`src/common/ctc_pkg.sv`:
```
package ctc_pkg;

   ////////////////////////////////////////////////////////////////////////////
   // Register byte offsets
   localparam logic [7:0] OFS_CTRL = 8'h00;
   localparam logic [7:0] OFS_UPPER_CMP = 8'h04;
   localparam logic [7:0] OFS_LOWER_CMP = 8'h08;
   localparam logic [7:0] OFS_LOWER_HCMP = 8'h0C;
   localparam logic [7:0] OFS_CARRIER = 8'h10;
   localparam logic [7:0] OFS_STATUS = 8'h14;

   ////////////////////////////////////////////////////////////////////////////
   // Control register fields
   localparam int CTRL_LOWER_RUN = 0;
   localparam int CTRL_UPPER_RUN = 1;
   localparam int CTRL_LOWER_OE = 2;
   localparam int CTRL_UPPER_OE = 3;
   localparam int CTRL_MODE_LSB = 4;
   localparam int CTRL_LOWER_CS_LSB = 8;
   localparam int CTRL_UPPER_CS_LSB = 12;

   // Carrier output control fields
   localparam int CARR_REMOTE = 2;
   localparam int CARR_BUF = 1;
   localparam int CARR_ACT = 0;

   ////////////////////////////////////////////////////////////////////////////
   // Reset values and counter geometry
   localparam logic [15:0] CTRL_RST = 16'h0000;
   localparam logic [7:0] CMP_RST = 8'h00;
   localparam int CNT_W = 8;
   localparam logic [7:0] CNT_MAX = 8'hFF;

   // Main clock prescaler for the divide-by-4 source
   localparam logic [1:0] MAIN_DIV4_LAST = 2'h3;

   ////////////////////////////////////////////////////////////////////////////
   // Count clock select codes
   localparam logic [2:0] CS_MAIN = 3'h0;
   localparam logic [2:0] CS_MAIN_DIV4 = 3'h1;
   localparam logic [2:0] CS_EXT = 3'h2;
   localparam logic [2:0] CS_EXT_DIV2 = 3'h3;
   localparam logic [2:0] CS_EXT_DIV4 = 3'h4;
   localparam logic [2:0] CS_EXT_DIV8 = 3'h5;

   typedef enum logic [1:0] {
      MODE_8BIT,
      MODE_CASCADE,
      MODE_CARRIER,
      MODE_PWM
   } mode_e;

endpackage

```
`src/hdl/ctc_counter.sv`:
```
`timescale 1ns/1ns
module ctc_counter
#(
   parameter int WIDTH = 8
)
(
   input wire logic pclk,
   input wire logic presetn,
   input wire logic clr,
   input wire logic inc,
   output logic [WIDTH-1:0] count
);

   logic [WIDTH-1:0] count_reg;

   // Clear wins over increment; wraps naturally at full scale
   always_ff @(posedge pclk or negedge presetn)
   begin
      if (!presetn)
         count_reg <= '0;
      else if (clr)
         count_reg <= '0;
      else if (inc)
         count_reg <= count_reg + {{(WIDTH-1){1'b0}}, 1'b1};
   end

   assign count = count_reg;

endmodule // ctc_counter

```
`src/hdl/ctc_clock_sel.sv`:
```
`timescale 1ns/1ns
module ctc_clock_sel
   import ctc_pkg::*;
(
   input wire logic pclk,
   input wire logic presetn,
   input wire logic run,
   input wire logic [2:0] sel,
   input wire logic ext_pin,
   output logic tick
);

   logic ext_prev_reg;
   logic [1:0] main_div_reg;
   logic [2:0] ext_div_reg;
   logic ext_edge;

   assign ext_edge = ext_pin & ~ext_prev_reg;

   // Dividers restart while halted, so each run starts from a fresh phase
   always_ff @(posedge pclk or negedge presetn)
   begin
      if (!presetn)
      begin
         ext_prev_reg <= 1'b0;
         main_div_reg <= 2'h0;
         ext_div_reg <= 3'h0;
      end
      else
      begin
         ext_prev_reg <= ext_pin;
         if (!run)
         begin
            main_div_reg <= 2'h0;
            ext_div_reg <= 3'h0;
         end
         else
         begin
            main_div_reg <= main_div_reg + 2'h1;
            if (ext_edge)
               ext_div_reg <= ext_div_reg + 3'h1;
         end
      end
   end

   always_comb
   begin
      tick = 1'b0;
      if (run)
      begin
         case (sel)
            CS_MAIN: tick = 1'b1;
            CS_MAIN_DIV4: tick = (main_div_reg == MAIN_DIV4_LAST);
            CS_EXT: tick = ext_edge;
            CS_EXT_DIV2: tick = ext_edge & ext_div_reg[0];
            CS_EXT_DIV4: tick = ext_edge & (&ext_div_reg[1:0]);
            CS_EXT_DIV8: tick = ext_edge & (&ext_div_reg);
            default: tick = 1'b0;
         endcase
      end
   end
endmodule // ctc_clock_sel

```
`src/hdl/cascaded_timer_carrier_pwm.sv`:
```
`timescale 1ns/1ns
// Overview of operation
// - Cascade: upper counter is high byte, lower counter low byte.
// - Cascade start and clear follow only the lower run enable.
// - Cascade double match clears both, raises lower interrupt only.
// - Clock select: main, main/4, pin, pin/2, pin/4, pin/8.
// - Cascade event counting adds one per valid external pin edge.
// - Cascade square wave toggles lower pin on each double match.
// - Lower run cleared in cascade forces square-wave output low.
// - Lower pin starts low when its output becomes enabled, unless carrier mode with remote select set drives the active gate.
// - Carrier: match toggles output, raises interrupt, swaps compare.
// - Carrier: upper interrupt rise copies buffer gate into active gate.
// - Carrier reaches lower pin only with active gate set and carrier select.
// - Carrier control: bit 2 remote select, bit 1 buffer, bit 0 active.
// - Output enabled: active gate writes ignored, except during upper irq.
// - Buffer gate is lost when carrier stops; software reloads it.
// - PWM: overflow sets upper pin, match clears it, no counter clear.
module cascaded_timer_carrier_pwm
   import ctc_pkg::*;
(
   input wire logic pclk,
   input wire logic presetn,
   input wire logic psel,
   input wire logic penable,
   input wire logic pwrite,
   input wire logic [7:0] paddr,
   input wire logic [31:0] pwdata,
   output logic [31:0] prdata,
   output logic pready,
   output logic pslverr,
   input wire logic external_count_pin,
   output logic upper_timer_pin,
   output logic lower_timer_pin,
   output logic upper_match_interrupt,
   output logic lower_match_interrupt
);

   logic [15:0] ctrl_reg;
   logic [7:0] upper_compare_reg;
   logic [7:0] lower_compare_reg;
   logic [7:0] lower_high_width_compare_reg;
   logic remote_output_select_reg;
   logic carrier_gate_buffer_reg;
   logic carrier_gate_active_reg;
   logic [31:0] prdata_reg;
   logic pready_reg;
   logic pslverr_reg;
   logic lower_pin_reg;
   logic lower_lvl_reg;
   logic upper_lvl_reg;
   logic upper_irq_reg;
   logic lower_irq_reg;
   logic phase_high_reg;
   logic lower_run_prev_reg;
   logic [15:0] gap_reg;
   logic gap_ok_reg;
   logic lower_pin_next;
   mode_e mode;
   logic casc, carrier, pwm;
   logic l_run, u_run, l_oe, u_oe;
   logic l_tick, u_tick_sel, u_tick;
   logic [7:0] lcount, ucount, l_cmp_val;
   logic l_match, u_match, casc_match;
   logic l_evt, u_evt, u_set, u_irq_rise, u_ovf;
   logic l_clr, l_inc, u_clr, u_inc;
   logic wr_en, wr_carr, c_stop;

   function automatic logic known_addr(input logic [7:0] a);
      known_addr = (a == OFS_CTRL) || (a == OFS_UPPER_CMP) ||
                   (a == OFS_LOWER_CMP) || (a == OFS_LOWER_HCMP) ||
                   (a == OFS_CARRIER) || (a == OFS_STATUS);
   endfunction

   ////////////////////////////////////////////////////////////////////////////
   // Mode decode and count clocks
   assign mode = mode_e'(ctrl_reg[CTRL_MODE_LSB +: 2]);
   assign casc = (mode == MODE_CASCADE);
   assign carrier = (mode == MODE_CARRIER);
   assign pwm = (mode == MODE_PWM);
   assign l_run = ctrl_reg[CTRL_LOWER_RUN];
   assign u_run = casc ? l_run : ctrl_reg[CTRL_UPPER_RUN];
   assign l_oe = ctrl_reg[CTRL_LOWER_OE];
   assign u_oe = ctrl_reg[CTRL_UPPER_OE];

   ctc_clock_sel u_lower_clk (
      .pclk(pclk),
      .presetn(presetn),
      .run(l_run),
      .sel(ctrl_reg[CTRL_LOWER_CS_LSB +: 3]),
      .ext_pin(external_count_pin),
      .tick(l_tick)
   );

   ctc_clock_sel u_upper_clk (
      .pclk(pclk),
      .presetn(presetn),
      .run(u_run),
      .sel(ctrl_reg[CTRL_UPPER_CS_LSB +: 3]),
      .ext_pin(external_count_pin),
      .tick(u_tick_sel)
   );

   ////////////////////////////////////////////////////////////////////////////
   // Counters and compare events
   assign l_cmp_val = (carrier && phase_high_reg) ?
                      lower_high_width_compare_reg : lower_compare_reg;
   assign l_match = (lcount == l_cmp_val);
   assign u_match = (ucount == upper_compare_reg);
   assign casc_match = l_match & u_match;
   assign l_evt = l_tick & (casc ? casc_match : l_match);
   assign l_clr = ~l_run | l_evt;
   assign l_inc = l_tick & ~l_evt;
   // Carry from the low byte drives the high byte in cascade
   assign u_tick = casc ? (l_tick & (lcount == CNT_MAX) & ~casc_match)
                        : u_tick_sel;
   assign u_evt = ~casc & ~pwm & u_tick & u_match;
   assign u_set = u_evt | (pwm & u_tick & u_match);
   assign u_ovf = pwm & u_tick & (ucount == CNT_MAX);
   assign u_clr = ~u_run | (casc ? l_evt : u_evt);
   assign u_inc = u_tick & ~u_evt;
   assign u_irq_rise = u_set & ~upper_irq_reg;

   ctc_counter #(.WIDTH(CNT_W)) u_lower_cnt (
      .pclk(pclk),
      .presetn(presetn),
      .clr(l_clr),
      .inc(l_inc),
      .count(lcount)
   );

   ctc_counter #(.WIDTH(CNT_W)) u_upper_cnt (
      .pclk(pclk),
      .presetn(presetn),
      .clr(u_clr),
      .inc(u_inc),
      .count(ucount)
   );

   ////////////////////////////////////////////////////////////////////////////
   // Interrupt requests; upper one stays high until its next count tick
   always_ff @(posedge pclk or negedge presetn)
   begin
      if (!presetn)
      begin
         lower_irq_reg <= 1'b0;
         upper_irq_reg <= 1'b0;
      end
      else
      begin
         lower_irq_reg <= l_evt;
         if (!u_run)
            upper_irq_reg <= 1'b0;
         else if (u_set)
            upper_irq_reg <= 1'b1;
         else if (u_tick_sel)
            upper_irq_reg <= 1'b0;
      end
   end

   ////////////////////////////////////////////////////////////////////////////
   // Output levels
   always_ff @(posedge pclk or negedge presetn)
   begin
      if (!presetn)
      begin
         lower_lvl_reg <= 1'b0;
         phase_high_reg <= 1'b0;
      end
      else
      begin
         if (!l_oe || !l_run)
            lower_lvl_reg <= 1'b0;
         else if (l_evt)
            lower_lvl_reg <= ~lower_lvl_reg;
         if (!carrier || !l_run)
            phase_high_reg <= 1'b0;
         else if (l_evt)
            phase_high_reg <= ~phase_high_reg;
      end
   end

   always_comb
   begin
      lower_pin_next = 1'b0;
      if (l_oe && carrier && remote_output_select_reg)
         lower_pin_next = carrier_gate_active_reg;
      else if (l_oe && carrier)
         lower_pin_next = carrier_gate_active_reg & lower_lvl_reg;
      else if (l_oe)
         lower_pin_next = lower_lvl_reg;
   end

   always_ff @(posedge pclk or negedge presetn)
   begin
      if (!presetn)
      begin
         lower_pin_reg <= 1'b0;
         upper_lvl_reg <= 1'b0;
      end
      else
      begin
         lower_pin_reg <= lower_pin_next;
         // Upper pin is not usable while cascaded
         if (!u_oe || !u_run || casc)
            upper_lvl_reg <= 1'b0;
         else if (u_ovf)
            upper_lvl_reg <= 1'b1;
         else if (pwm && u_set)
            upper_lvl_reg <= 1'b0;
         else if (u_evt)
            upper_lvl_reg <= ~upper_lvl_reg;
      end
   end

   ////////////////////////////////////////////////////////////////////////////
   // Carrier gating bits
   assign wr_carr = wr_en && (paddr == OFS_CARRIER);
   assign c_stop = carrier && lower_run_prev_reg && !l_run;

   always_ff @(posedge pclk or negedge presetn)
   begin
      if (!presetn)
      begin
         remote_output_select_reg <= 1'b0;
         carrier_gate_buffer_reg <= 1'b0;
         carrier_gate_active_reg <= 1'b0;
         lower_run_prev_reg <= 1'b0;
      end
      else
      begin
         lower_run_prev_reg <= l_run;
         if (c_stop)
         begin
            carrier_gate_buffer_reg <= 1'b0;
            carrier_gate_active_reg <= 1'b0;
         end
         if (carrier && u_irq_rise)
            carrier_gate_active_reg <= carrier_gate_buffer_reg;
         if (wr_carr)
         begin
            remote_output_select_reg <= pwdata[CARR_REMOTE];
            carrier_gate_buffer_reg <= pwdata[CARR_BUF];
            if (!l_oe)
               carrier_gate_active_reg <= pwdata[CARR_ACT];
            else if (upper_irq_reg)
               carrier_gate_active_reg <= pwdata[CARR_BUF];
         end
      end
   end

   ////////////////////////////////////////////////////////////////////////////
   // APB slave: zero wait states, read data captured in the setup cycle
   assign wr_en = psel && penable && pwrite && pready_reg;

   always_ff @(posedge pclk or negedge presetn)
   begin
      if (!presetn)
      begin
         pready_reg <= 1'b0;
         pslverr_reg <= 1'b0;
         prdata_reg <= 32'h00000000;
      end
      else
      begin
         pready_reg <= psel && !penable;
         pslverr_reg <= psel && !penable && !known_addr(paddr);
         if (psel && !penable && !pwrite)
         begin
            if (paddr == OFS_CTRL)
               prdata_reg <= {16'h0000, ctrl_reg};
            else if (paddr == OFS_UPPER_CMP)
               prdata_reg <= {24'h000000, upper_compare_reg};
            else if (paddr == OFS_LOWER_CMP)
               prdata_reg <= {24'h000000, lower_compare_reg};
            else if (paddr == OFS_LOWER_HCMP)
               prdata_reg <= {24'h000000, lower_high_width_compare_reg};
            else if (paddr == OFS_CARRIER)
               prdata_reg <= {29'h00000000, remote_output_select_reg,
                  carrier_gate_buffer_reg, carrier_gate_active_reg};
            else if (paddr == OFS_STATUS)
               prdata_reg <= {12'h000, upper_irq_reg, lower_irq_reg,
                  upper_lvl_reg, lower_pin_reg, ucount, lcount};
            else
               prdata_reg <= 32'h00000000;
         end
      end
   end

   always_ff @(posedge pclk or negedge presetn)
   begin
      if (!presetn)
      begin
         ctrl_reg <= CTRL_RST;
         upper_compare_reg <= CMP_RST;
         lower_compare_reg <= CMP_RST;
         lower_high_width_compare_reg <= CMP_RST;
      end
      else if (wr_en)
      begin
         if (paddr == OFS_CTRL)
            ctrl_reg <= pwdata[15:0];
         else if (paddr == OFS_UPPER_CMP)
            upper_compare_reg <= pwdata[7:0];
         else if (paddr == OFS_LOWER_CMP)
            lower_compare_reg <= pwdata[7:0];
         else if (paddr == OFS_LOWER_HCMP)
            lower_high_width_compare_reg <= pwdata[7:0];
      end
   end

   assign prdata = prdata_reg;
   assign pready = pready_reg;
   assign pslverr = pslverr_reg;
   assign lower_timer_pin = lower_pin_reg;
   assign upper_timer_pin = upper_lvl_reg;
   assign upper_match_interrupt = upper_irq_reg;
   assign lower_match_interrupt = lower_irq_reg;

   ////////////////////////////////////////////////////////////////////////////
   // Checks; gap counter measures ticks between cascade matches
   always_ff @(posedge pclk or negedge presetn)
   begin
      if (!presetn)
      begin
         gap_reg <= 16'h0000;
         gap_ok_reg <= 1'b0;
      end
      else
      begin
         if (l_evt || !l_run)
            gap_reg <= 16'h0000;
         else if (l_tick)
            gap_reg <= gap_reg + 16'h0001;
         if (wr_en || !casc || !l_run)
            gap_ok_reg <= 1'b0;
         else if (l_evt)
            gap_ok_reg <= 1'b1;
      end
   end
endmodule // cascaded_timer_carrier_pwm

```
`config.mk`:
```
export PLATFORM = sky130hd
export DESIGN_NAME = cascaded_timer_carrier_pwm
export DESIGN_NICKNAME = d
export VERILOG_FILES = /design/src/common/ctc_pkg.sv /design/src/hdl/ctc_counter.sv /design/src/hdl/ctc_clock_sel.sv /design/src/hdl/cascaded_timer_carrier_pwm.sv
export SDC_FILE = /design/constraint.sdc
export NUM_CORES = 1
export LEC_CHECK = 0
export ABC_AREA = 1
export BUFFER_PORTS_ARGS = -buffer_cell sky130_fd_sc_hd__buf_2
export CELL_PAD_IN_SITES_DETAIL_PLACEMENT = 1
export CELL_PAD_IN_SITES_GLOBAL_PLACEMENT = 1
export CORE_MARGIN = 2
export CORE_UTILIZATION = 35
export CTS_BUF_LIST = sky130_fd_sc_hd__clkbuf_16
export DETAILED_ROUTE_END_ITERATION = 8
export GPL_TIMING_DRIVEN = 0
export PLACE_DENSITY_LB_ADDON = 0.1
export RECOVER_POWER = 50
export SLEW_MARGIN = 20
export SYNTH_ARGS = -nofsm -noshare
export SYNTH_HDL_FRONTEND = slang
export SYNTH_HIERARCHICAL = 1
export SYNTH_SLANG_ARGS = --single-unit
```
`constraint.sdc`:
```
create_clock -name pclk -period 7.8 [get_ports pclk]
set_input_delay 1.17 -clock pclk [delete_from_list [all_inputs] [get_ports pclk]]
set_output_delay 1.17 -clock pclk [all_outputs]
set_load 0.02 [all_outputs]
```
After elaboration in Yosys (flattened, before gate mapping):

Index checks and enable logic that the tools add are counted.

* add/subtract/negate cells: 6
* equal/unequal tests: 27
* multiplexer cells: 46
* bitwise logic cells: 39
* reductions and logical operators: 48

Operators with widths (count)
* 20-bit 2-to-1 mux: 6
* 8-bit 2-to-1 mux: 5
* 1-bit 2-to-1 mux: 27
* 1-bit bitwise AND: 21
* 8-bit by 1-bit adder with 8-bit output (second input constant): 2
* 8-bit by 4-bit equality test with 1-bit output (second input constant): 2
* 8-bit by 5-bit equality test with 1-bit output (second input constant): 2
* 8-bit equality test: 2
* 8-bit equality test (second input constant): 2
* 1-bit inverter: 15
* 1-bit logical AND: 14
* 3-bit by 2-bit equality test with 1-bit output (second input constant): 4
* 3-bit equality test (second input constant): 4
* 3-bit 2-to-1 mux: 4
* 1-bit one-hot mux with 6 select lines: 2
* 2-bit nonzero test: 5
* 1-bit logical OR: 9
* 3-bit AND reduction: 3
* 2-bit equality test (second input constant): 4
* 8-bit by 3-bit equality test with 1-bit output (second input constant): 1
* 1-bit logical NOT: 8
* 8-bit logical NOT: 1
* 3-bit by 1-bit adder with 3-bit output (second input constant): 2
* 3-bit by 1-bit equality test with 1-bit output (second input constant): 2
* 11 further kinds: 19

* register bits: 111
* output and inout port bits: 38
* word-level logic and storage cells: 190

Longest topological paths before layout:

Gate-level depths: netlist of the first run.

* depth after elaboration: 17
* mapped depth: 21
* depth with buffers taken out: 21

Cells and area by module:

Netlist of the first run, hierarchy kept.

Modules (own cells, without submodules)
* cascaded_timer_carrier_pwm: instances 1, cells an instance 517, area an instance 3886.2 sq um, seq. area each 1801.7 sq um
* ctc_counter: instances 2, cells an instance 60, area an instance 473.0 sq um, seq. area each 200.2 sq um
* ctc_clock_sel: instances 2, cells an instance 36, area an instance 335.3 sq um, seq. area each 150.1 sq um

Worst setup path before layout of the first run:

OpenSTA, ideal clock, no wires.

* kind: input -> register
* from: in external_count_pin
* to: reg u_upper_cnt.count_reg[5], in the netlist u_upper_cnt/count[5]
* arrival time: 2.799 ns
* slack: 4.886 ns
* cell stages on the path: 13
* path through: inv_1 > nor2_4 > nand3_2 > a21oi_2 > nand3_1 > nor4_1 > nand2_1 > a22oi_1 > nor2_2 > nor2_4 > nand3b_1 > nand2_1 > nor2_1

* cells in the longest elaborated chain, start to end: 12
* elaborated cells between the ends (all ways): 23
* those cells by class: mux: 7; bitwise: 15; reduce/logical: 1

Ends and longest elaborated chain
* start, declared: line cascaded_timer_carrier_pwm.sv:31 `input wire logic external_count_pin,`
* 1-bit bitwise AND (*): line ctc_clock_sel.sv:18 `assign ext_edge = ext_pin & ~ext_prev_reg;`
* 1-bit bitwise AND (on tied branches): line ctc_clock_sel.sv:57, ctc_clock_sel.sv:55, ctc_clock_sel.sv:56
* 1-bit one-hot mux with 6 select lines (*): line ctc_clock_sel.sv:51 `case (sel)`
* 1-bit 2-to-1 mux (*): line ctc_clock_sel.sv:49 `if (run)`
* named net l_tick: line cascaded_timer_carrier_pwm.sv:61 `logic l_tick, u_tick_sel, u_tick;`
* 1-bit bitwise AND (*) (2 in a row): line cascaded_timer_carrier_pwm.sv:114 `assign u_tick = casc ? (l_tick & (lcount == CNT_MAX) & ~casc_match)`
* 1-bit 2-to-1 mux (*): line cascaded_timer_carrier_pwm.sv:114
* 1-bit bitwise AND (2 in a row): line cascaded_timer_carrier_pwm.sv:116 `assign u_evt = ~casc & ~pwm & u_tick & u_match;`
* 1-bit inverter: line cascaded_timer_carrier_pwm.sv:120 `assign u_inc = u_tick & ~u_evt;`
* 1-bit bitwise AND (*): line cascaded_timer_carrier_pwm.sv:120
* named net u_inc: line cascaded_timer_carrier_pwm.sv:65 `logic l_clr, l_inc, u_clr, u_inc;`
* 2-bit nonzero test (no source line) (*)
* end signal, assigned: line ctc_counter.sv:24 `count_reg <= count_reg + {{(WIDTH-1){1'b0}}, 1'b1};`
* end, declared: line ctc_counter.sv:14 `logic [WIDTH-1:0] count_reg;`

The timed path passes the listed nets; every way through them passes the cells marked *.
A chain may end at the register's enable or synchronous reset.

Worst setup path in the final report of the first run:

* from: in external_count_pin
* to: reg u_upper_cnt.count_reg[6], in the netlist u_upper_cnt/count[6]

Same word-level chain as after synthesis.

==> results of run 1 <==
## power groups by stage
stage / combinational (W) / sequential, W / clock (W)
3_5_place_dp: 0.0000845 / 0.000547 / 0
2_1_floorplan: 0.0000313 / 0.000558 / 0
6_report: 0.0000820 / 0.000536 / 0.000487
3_3_place_gp: 0.0000801 / 0.000546 / 0
5_1_grt: 0.0000907 / 0.000537 / 0.000513
4_1_cts: 0.0000848 / 0.000536 / 0.000495
## per-layer routing
metal	up-vias	GRT usage	routed length, microns
met5	-	0	0
met4	0	0.0486	179
met3	13	0.0450	896
met2	86	0.360	8350
met1	2470	0.284	7660
li1	2424	-	-
## cells in the mapped netlist, drive strengths merged, types with 4 or more instances
cell type	count	area, sq um
ha	8	100
nand2	173	674
nor3	8	40.0
nand3	50	300
o221ai	8	70.1
a21oi	32	175
o21a	8	60.1
nand4	16	100
clkbuf	10	37.5
inv	114	428
buf	20	146
dfrtp	100	2500
o21ai	69	357
nor4	4	40.0
o211ai	7	52.6
nor2	67	312
## area by class of cell
cell class              instances  share of cell area
flip-flops and latches        100               0.391
multi-input cells             476               0.377
inverters                     114              0.0669
repair buffers                 56              0.0470
well taps                     211              0.0413
clock buffers                   9              0.0352
plain buffers                  30              0.0288
clock inverters                 7              0.0129
## placed cells by master (no fill, tap or decap), types with 9 or more instances in the layout
cell and count:
clkbuf_16 9, clkbuf_1 12, inv_1 107, nand4_1 16, nand2_1 165, a21oi_1 28, buf_4 16, nand3_1 40
o21ai_1 13, nor2_1 57, nand3_2 10, conb_1 12, dfrtp_1 100, buf_2 56, o21ai_0 55
## worst min-delay path by stage
stage,endpoint,depth (start not counted),startpoint
after detailed placement,u_upper_clk/main_div_reg[0],1,u_upper_clk/main_div_reg[0]
final,u_lower_clk/main_div_reg[0],1,u_lower_clk/main_div_reg[0]
after global routing,u_lower_clk/main_div_reg[0],1,u_lower_clk/main_div_reg[0]
after global placement,u_upper_clk/main_div_reg[0],1,u_upper_clk/main_div_reg[0]
after floorplan,u_lower_clk/main_div_reg[0],1,u_lower_clk/main_div_reg[0]
after CTS,u_lower_clk/main_div_reg[0],1,u_lower_clk/main_div_reg[0]
## logic make-up after synthesis
family | Yosys count | share of synthesized area
adder cells (fa/ha/maj) | 8 | 0.0182
flip-flops | 100 | 0.455
buffers and inverters | 144 | 0.111
other | 1 | 0.000681
AO/OA/AOI/OAI | 131 | 0.140
AND/OR/NAND/NOR | 325 | 0.275
## through the flow
step	total power (W)	utilization	hold slack [ns]	instances	area, sq um
3_3_place_gp	0.000626	0.399	0.420	986	6080
4_1_cts	0.00112	0.421	0.446	1003	6420
6_report	0.00111	0.419	0.440	1003	6390
2_1_floorplan	0.000589	-	0.410	720	5540
5_1_grt	0.00114	0.419	0.461	1003	6390
3_5_place_dp	0.000631	0.401	0.438	987	6120
==> impl_metrics.tcl, run 1 <==
set metrics [dict create \
    htree_levels 3 \
    outcome "finished, violations left" \
    min_path_type "reg -> reg" \
    setup_viol 0 \
    tns_ns 0 \
    area_growth_pct 16.2 \
    worst_path_largest_cell_delay_ns 0.53 \
    worst-path-buf-inv 2 \
    via_per_inst 4.98 \
    core_sq_um 15300 \
    cts_tree "yes" \
    path_cells "clkbuf_1 -> inv_1 -> nor2_1 -> nand3_2 -> a21oi_2 -> nand3_1 -> nor4_1 -> nand2_1 -> a22oi_1 -> nor2_2 -> nor2_2 -> nand4_1 -> nand2_1 -> nor2_1" \
    rsz0062_at_grt "false" \
    post_cts_resized 0 \
    grtUsageTotal 0.214 \
    synth_ff_type "dfrtp_1" \
    antenna_found_initial 0 \
    largest_reg_flops 20 \
    post-route-period-util 0.469 \
    fmax_mhz 273 \
    root_buffer "clkbuf_16" \
    tightestPinTransition_ns 1.79 \
    yosysSeqAreaShare 0.455 \
    die_x_microns 129 \
    grt_pass1_wl_microns 27300 \
    cpLargestDelayFamily "simple AND/OR/NAND/NOR gates" \
    crit_arrival_ns 3.90 \
    cts_max_path_buffers 2 \
    cap_violations 1 \
    timing.rr.end "u_upper_cnt/count[6]" \
    switching_share 0.246 \
    synth-edff-count 0 \
    path_depth 14 \
    multi_input_area_sq_um 2410 \
    syn_area_per_cell_sq_um 7.76 \
    n_antenna_cell 0 \
    path_max_fanout 6 \
    timing.final.crit_period_ns 3.66 \
    hold_buffers 0 \
    path_class "in -> reg" \
    wire_per_inst_microns 17.0 \
    grt_start_max_net_pins 73 \
    seqCellArea_sq_um 2500 \
    drv_slew 29 \
    gp_congestion 0.822 \
    place_ws_ns 3.96 \
    grt-ovfl-total 0 \
    drc_errors 0 \
    power_frac_seq 0.485 \
    syn-cell-area_sq_um 5500 \
    dieArea_sq_um 16700 \
    portBuffers 55 \
    ys_types 40 \
    ff2ff_setup_slack_ns 4.19 \
    yosys_warnings 6 \
    p_switching_w 0.000272 \
    ir_worst_vdd_mv 0.117 \
    wl_microns 17100 \
    clkPwrFrac 0.441 \
    p_int_w 0.000834 \
    setup_slack_ns 4.14 \
    ioPinCount 84 \
    num_rows 45 \
    finClkSkew_ns 0.0108 \
    syn_inst 709 \
    cp-start-kind "input port" \
    cellLeakagePower_nw 3.11 \
    synthArstFlopShare 1.00 \
    endpoint "u_upper_cnt/count[6]" \
    violations "max-capacitance violations, max-slew violations" \
    path_clk_slew_ns 0.07 \
    reg2reg_depth 13 \
    dieHeight_microns 129 \
    grt_pass1_vias 5182 \
    hold_violations 0 \
    hpwl_microns 13000 \
    drive_gt1_frac 0.163 \
    r2r_start "ctrl_reg[4]" \
    fin_nets 841 \
    clock_latency_ns 0.36 \
    worstPathRequired_ns 8.04 \
    pwr-share-comb 0.074 \
    cts.sinks 100 \
    power.density_nw_per_um2 173 \
    drt-initial-drc-count 273 \
    slew_headroom -0.194 \
    drt_first_pass_iters 4 \
    start_util 0.361 \
    post_cts.repair.setup_buffers 0 \
    ant_nets 0 \
    crit_path_top_delay_cell "a22oi_1" \
    endpoint_kind "flop" \
    ys_ff_latch 100 \
    crit_start "external_count_pin" \
    num_vias 4993 \
    fillers 1904 \
    cts_buffers 9 \
]
Power figures use the tool's default switching activity.
==> run 2: changes to the inputs <==
==> constraint.sdc (replaced) <==
create_clock -name pclk -period 3.6 [get_ports pclk]
set_input_delay 0.54 -clock pclk [delete_from_list [all_inputs] [get_ports pclk]]
set_output_delay 0.54 -clock pclk [all_outputs]
set_load 0.02 [all_outputs]
==> run 2 against run 1 <==
  * The run still ends with max-capacitance violations, max-slew violations left
  * Routed wire length rose by 0.22%
  * Sequential power rose by 120%
  * Count of clock-buffer cells in the layout did not move
  * Register-to-register slack got worse by 3.9 ns
  * Combinational power rose by 120%
  * Flip-flop and latch count did not move
  * Cell area rose by 0.29%
  * Critical path type is now reg -> reg
  * Highest routed layer unchanged
==> impl_metrics.tcl, run 2 (synthesis gave the netlist of run 1 again) <==
set metrics [dict create \
    dpl_cell_area_sq_um 6120 \
    dp_cells 987 \
    hold_violations 0 \
    cts_tree "yes" \
    ir_worst_vdd_mv 0.253 \
    tns_ns 0 \
    path_clk_slew_ns 0.07 \
    power.density_nw_per_um2 373 \
    ioPinCount 84 \
    hold_slack_ns 0.358 \
    wire_per_inst_microns 17.1 \
    largest_reg_flops 20 \
    wl_met2_microns 8260 \
    die_x_microns 129 \
    drv_slew 29 \
    pwr-share-comb 0.075 \
    drive_gt1_frac 0.165 \
    fin_nets 841 \
    core_sq_um 15300 \
    post_cts.repair.setup_buffers 0 \
    highest_layer "met4" \
    drt_first_pass_iters 4 \
    p_int_w 0.00181 \
    dieHeight_microns 129 \
    endpoint_kind "flop" \
    cts_buffers 9 \
    cap_violations 1 \
    min_to "u_upper_clk/ext_prev_reg" \
    grt_start_max_net_pins 73 \
    power_frac_seq 0.485 \
    tightestPinTransition_ns 1.79 \
    grtUsageTotal 0.214 \
    cellLeakagePower_nw 3.10 \
    final_cell_mix "nand2_1 (165), inv_1 (106), dfrtp_1 (100)" \
    reg2reg_depth 15 \
    cts.sinks 100 \
    holdPathStages 1 \
    start_util 0.361 \
    route.met3.wl_microns 783 \
    outcome "finished, violations left" \
    timing.final.crit_period_ns 3.27 \
    area_growth_pct 16.5 \
    finalInstanceArea_sq_um 6410 \
    grt-ovfl-total 0 \
    wl_microns 17100 \
    cts_max_path_buffers 2 \
    worstPathRequired_ns 3.84 \
    timing.rr.end "u_upper_cnt/count[6]" \
    hold_start "external_count_pin" \
    violations "max-capacitance violations, max-slew violations" \
    finalNonFillerCells 1003 \
    grt_pass1_wl_microns 27300 \
    wl_met1_microns 7900 \
    num_rows 45 \
    cp-start-kind "flop" \
    rsz0062_at_grt "false" \
    p_switching_w 0.000588 \
    setup_viol 0 \
    path_max_fanout 6 \
    hpwl_microns 13000 \
    r2r_start "u_lower_clk/ext_div_reg[0]" \
    portBuffers 55 \
    final_common_cell "nand2_1" \
    dieArea_sq_um 16700 \
    crit_arrival_ns 3.51 \
    total_power_w 0.00239 \
    drc_errors 0 \
    htree_levels 3 \
    finClkSkew_ns 0.0109 \
    clkPwrFrac 0.440 \
    n_antenna_cell 0 \
    slew_headroom -0.191 \
    antenna_found_initial 0 \
    fmax_mhz 306 \
    clock_latency_ns 0.36 \
    grt_pass1_vias 5182 \
    switching_share 0.245 \
    post-route-period-util 0.907 \
    drt-initial-drc-count 253 \
    ff2ff_setup_slack_ns 0.33 \
    gp_congestion 0.822 \
    via_per_inst 4.99 \
    num_vias 5007 \
    min_path_type "in -> reg" \
    root_buffer "clkbuf_16" \
    ant_nets 0 \
    path_class "reg -> reg" \
]
-- run 2: changes by cell type in the layout (fill, tap and decap cells not counted) --
| cell | before | now |
|---|---|---|
| nor2_4 | 4 | 6 |
| inv_2 | 8 | 9 |
| inv_1 | 107 | 106 |
| clkbuf_1 | 12 | 15 |
| nor2_1 | 57 | 55 |
| o21ai_0 | 55 | 53 |
| buf_2 | 56 | 53 |
| o21ai_2 | 1 | 3 |
-- run 2: through the flow --
stage	utilization	setup WS, ns
CTS	0.421	0.207
global placement	0.399	-0.0345
floorplan	-	1.03
detailed placement	0.401	0.249
finish	0.420	0.334
global route	0.420	0.0610
-- run 2: power groups by stage --
stage / registers [W] / logic [W] / clock network [W]
finish: 0.00116 / 0.000179 / 0.00105
global route: 0.00116 / 0.000197 / 0.00111
CTS: 0.00116 / 0.000184 / 0.00107
detailed placement: 0.00118 / 0.000183 / 0
global placement: 0.00118 / 0.000174 / 0
floorplan: 0.00121 / 0.0000678 / 0
-- run 2: worst max-delay path, stage by stage, from the launching register on --
cell and delay [ns]:
dfrtp_1 0.39, ha_1 0.20, ha_1 0.17, a21oi_1 0.08, nand2_1 0.10, nand3_2 0.08
a21oi_2 0.37, nand3_1 0.12, nor4_1 0.39, nand2_1 0.14, a22oi_1 0.55, nor2_2 0.14
nor2_2 0.19, nand4_1 0.11, nand2_1 0.07, nor2_1 0.04
-- run 2: area by class of cell --
type	instances	area [sq um]
fill	1902	8850
clock inverter	7	82.6
tap	211	264
buffer	30	184
multi-input combinational	476	2430
sequential	100	2500
timing repair buffer	56	297
clock buffer	9	225
inverter	114	428
-- run 2: repair_timing --
| action | CTS | global route |
|---|---|---|
| endpoints found under the setup margin | 0 | 5 |
| hold buffers | 0 | 0 |
| resized for setup | 0 | 1 |
-- run 2: how the worst max path moves through the flow --
stage | startpoint | depth (start not counted) | end | slack, ns
5_1_grt | u_lower_clk/ext_div_reg[0] | 15 | u_upper_cnt/count[6] | 0.06
6_report | u_lower_clk/ext_div_reg[0] | 15 | u_upper_cnt/count[6] | 0.33
3_3_place_gp | ctrl_reg[4] | 13 | u_upper_cnt/count[5] | -0.03
2_1_floorplan | ctrl_reg[4] | 13 | u_upper_cnt/count[5] | 1.03
3_5_place_dp | ctrl_reg[4] | 13 | u_upper_cnt/count[6] | 0.25
4_1_cts | ctrl_reg[4] | 13 | u_upper_cnt/count[6] | 0.21
-- run 2: layer usage --
metal	GRT usage	vias to the layer above
met5	0	-
met4	0.0486	0
met3	0.0450	13
met2	0.360	84
met1	0.284	2488
li1	-	2422
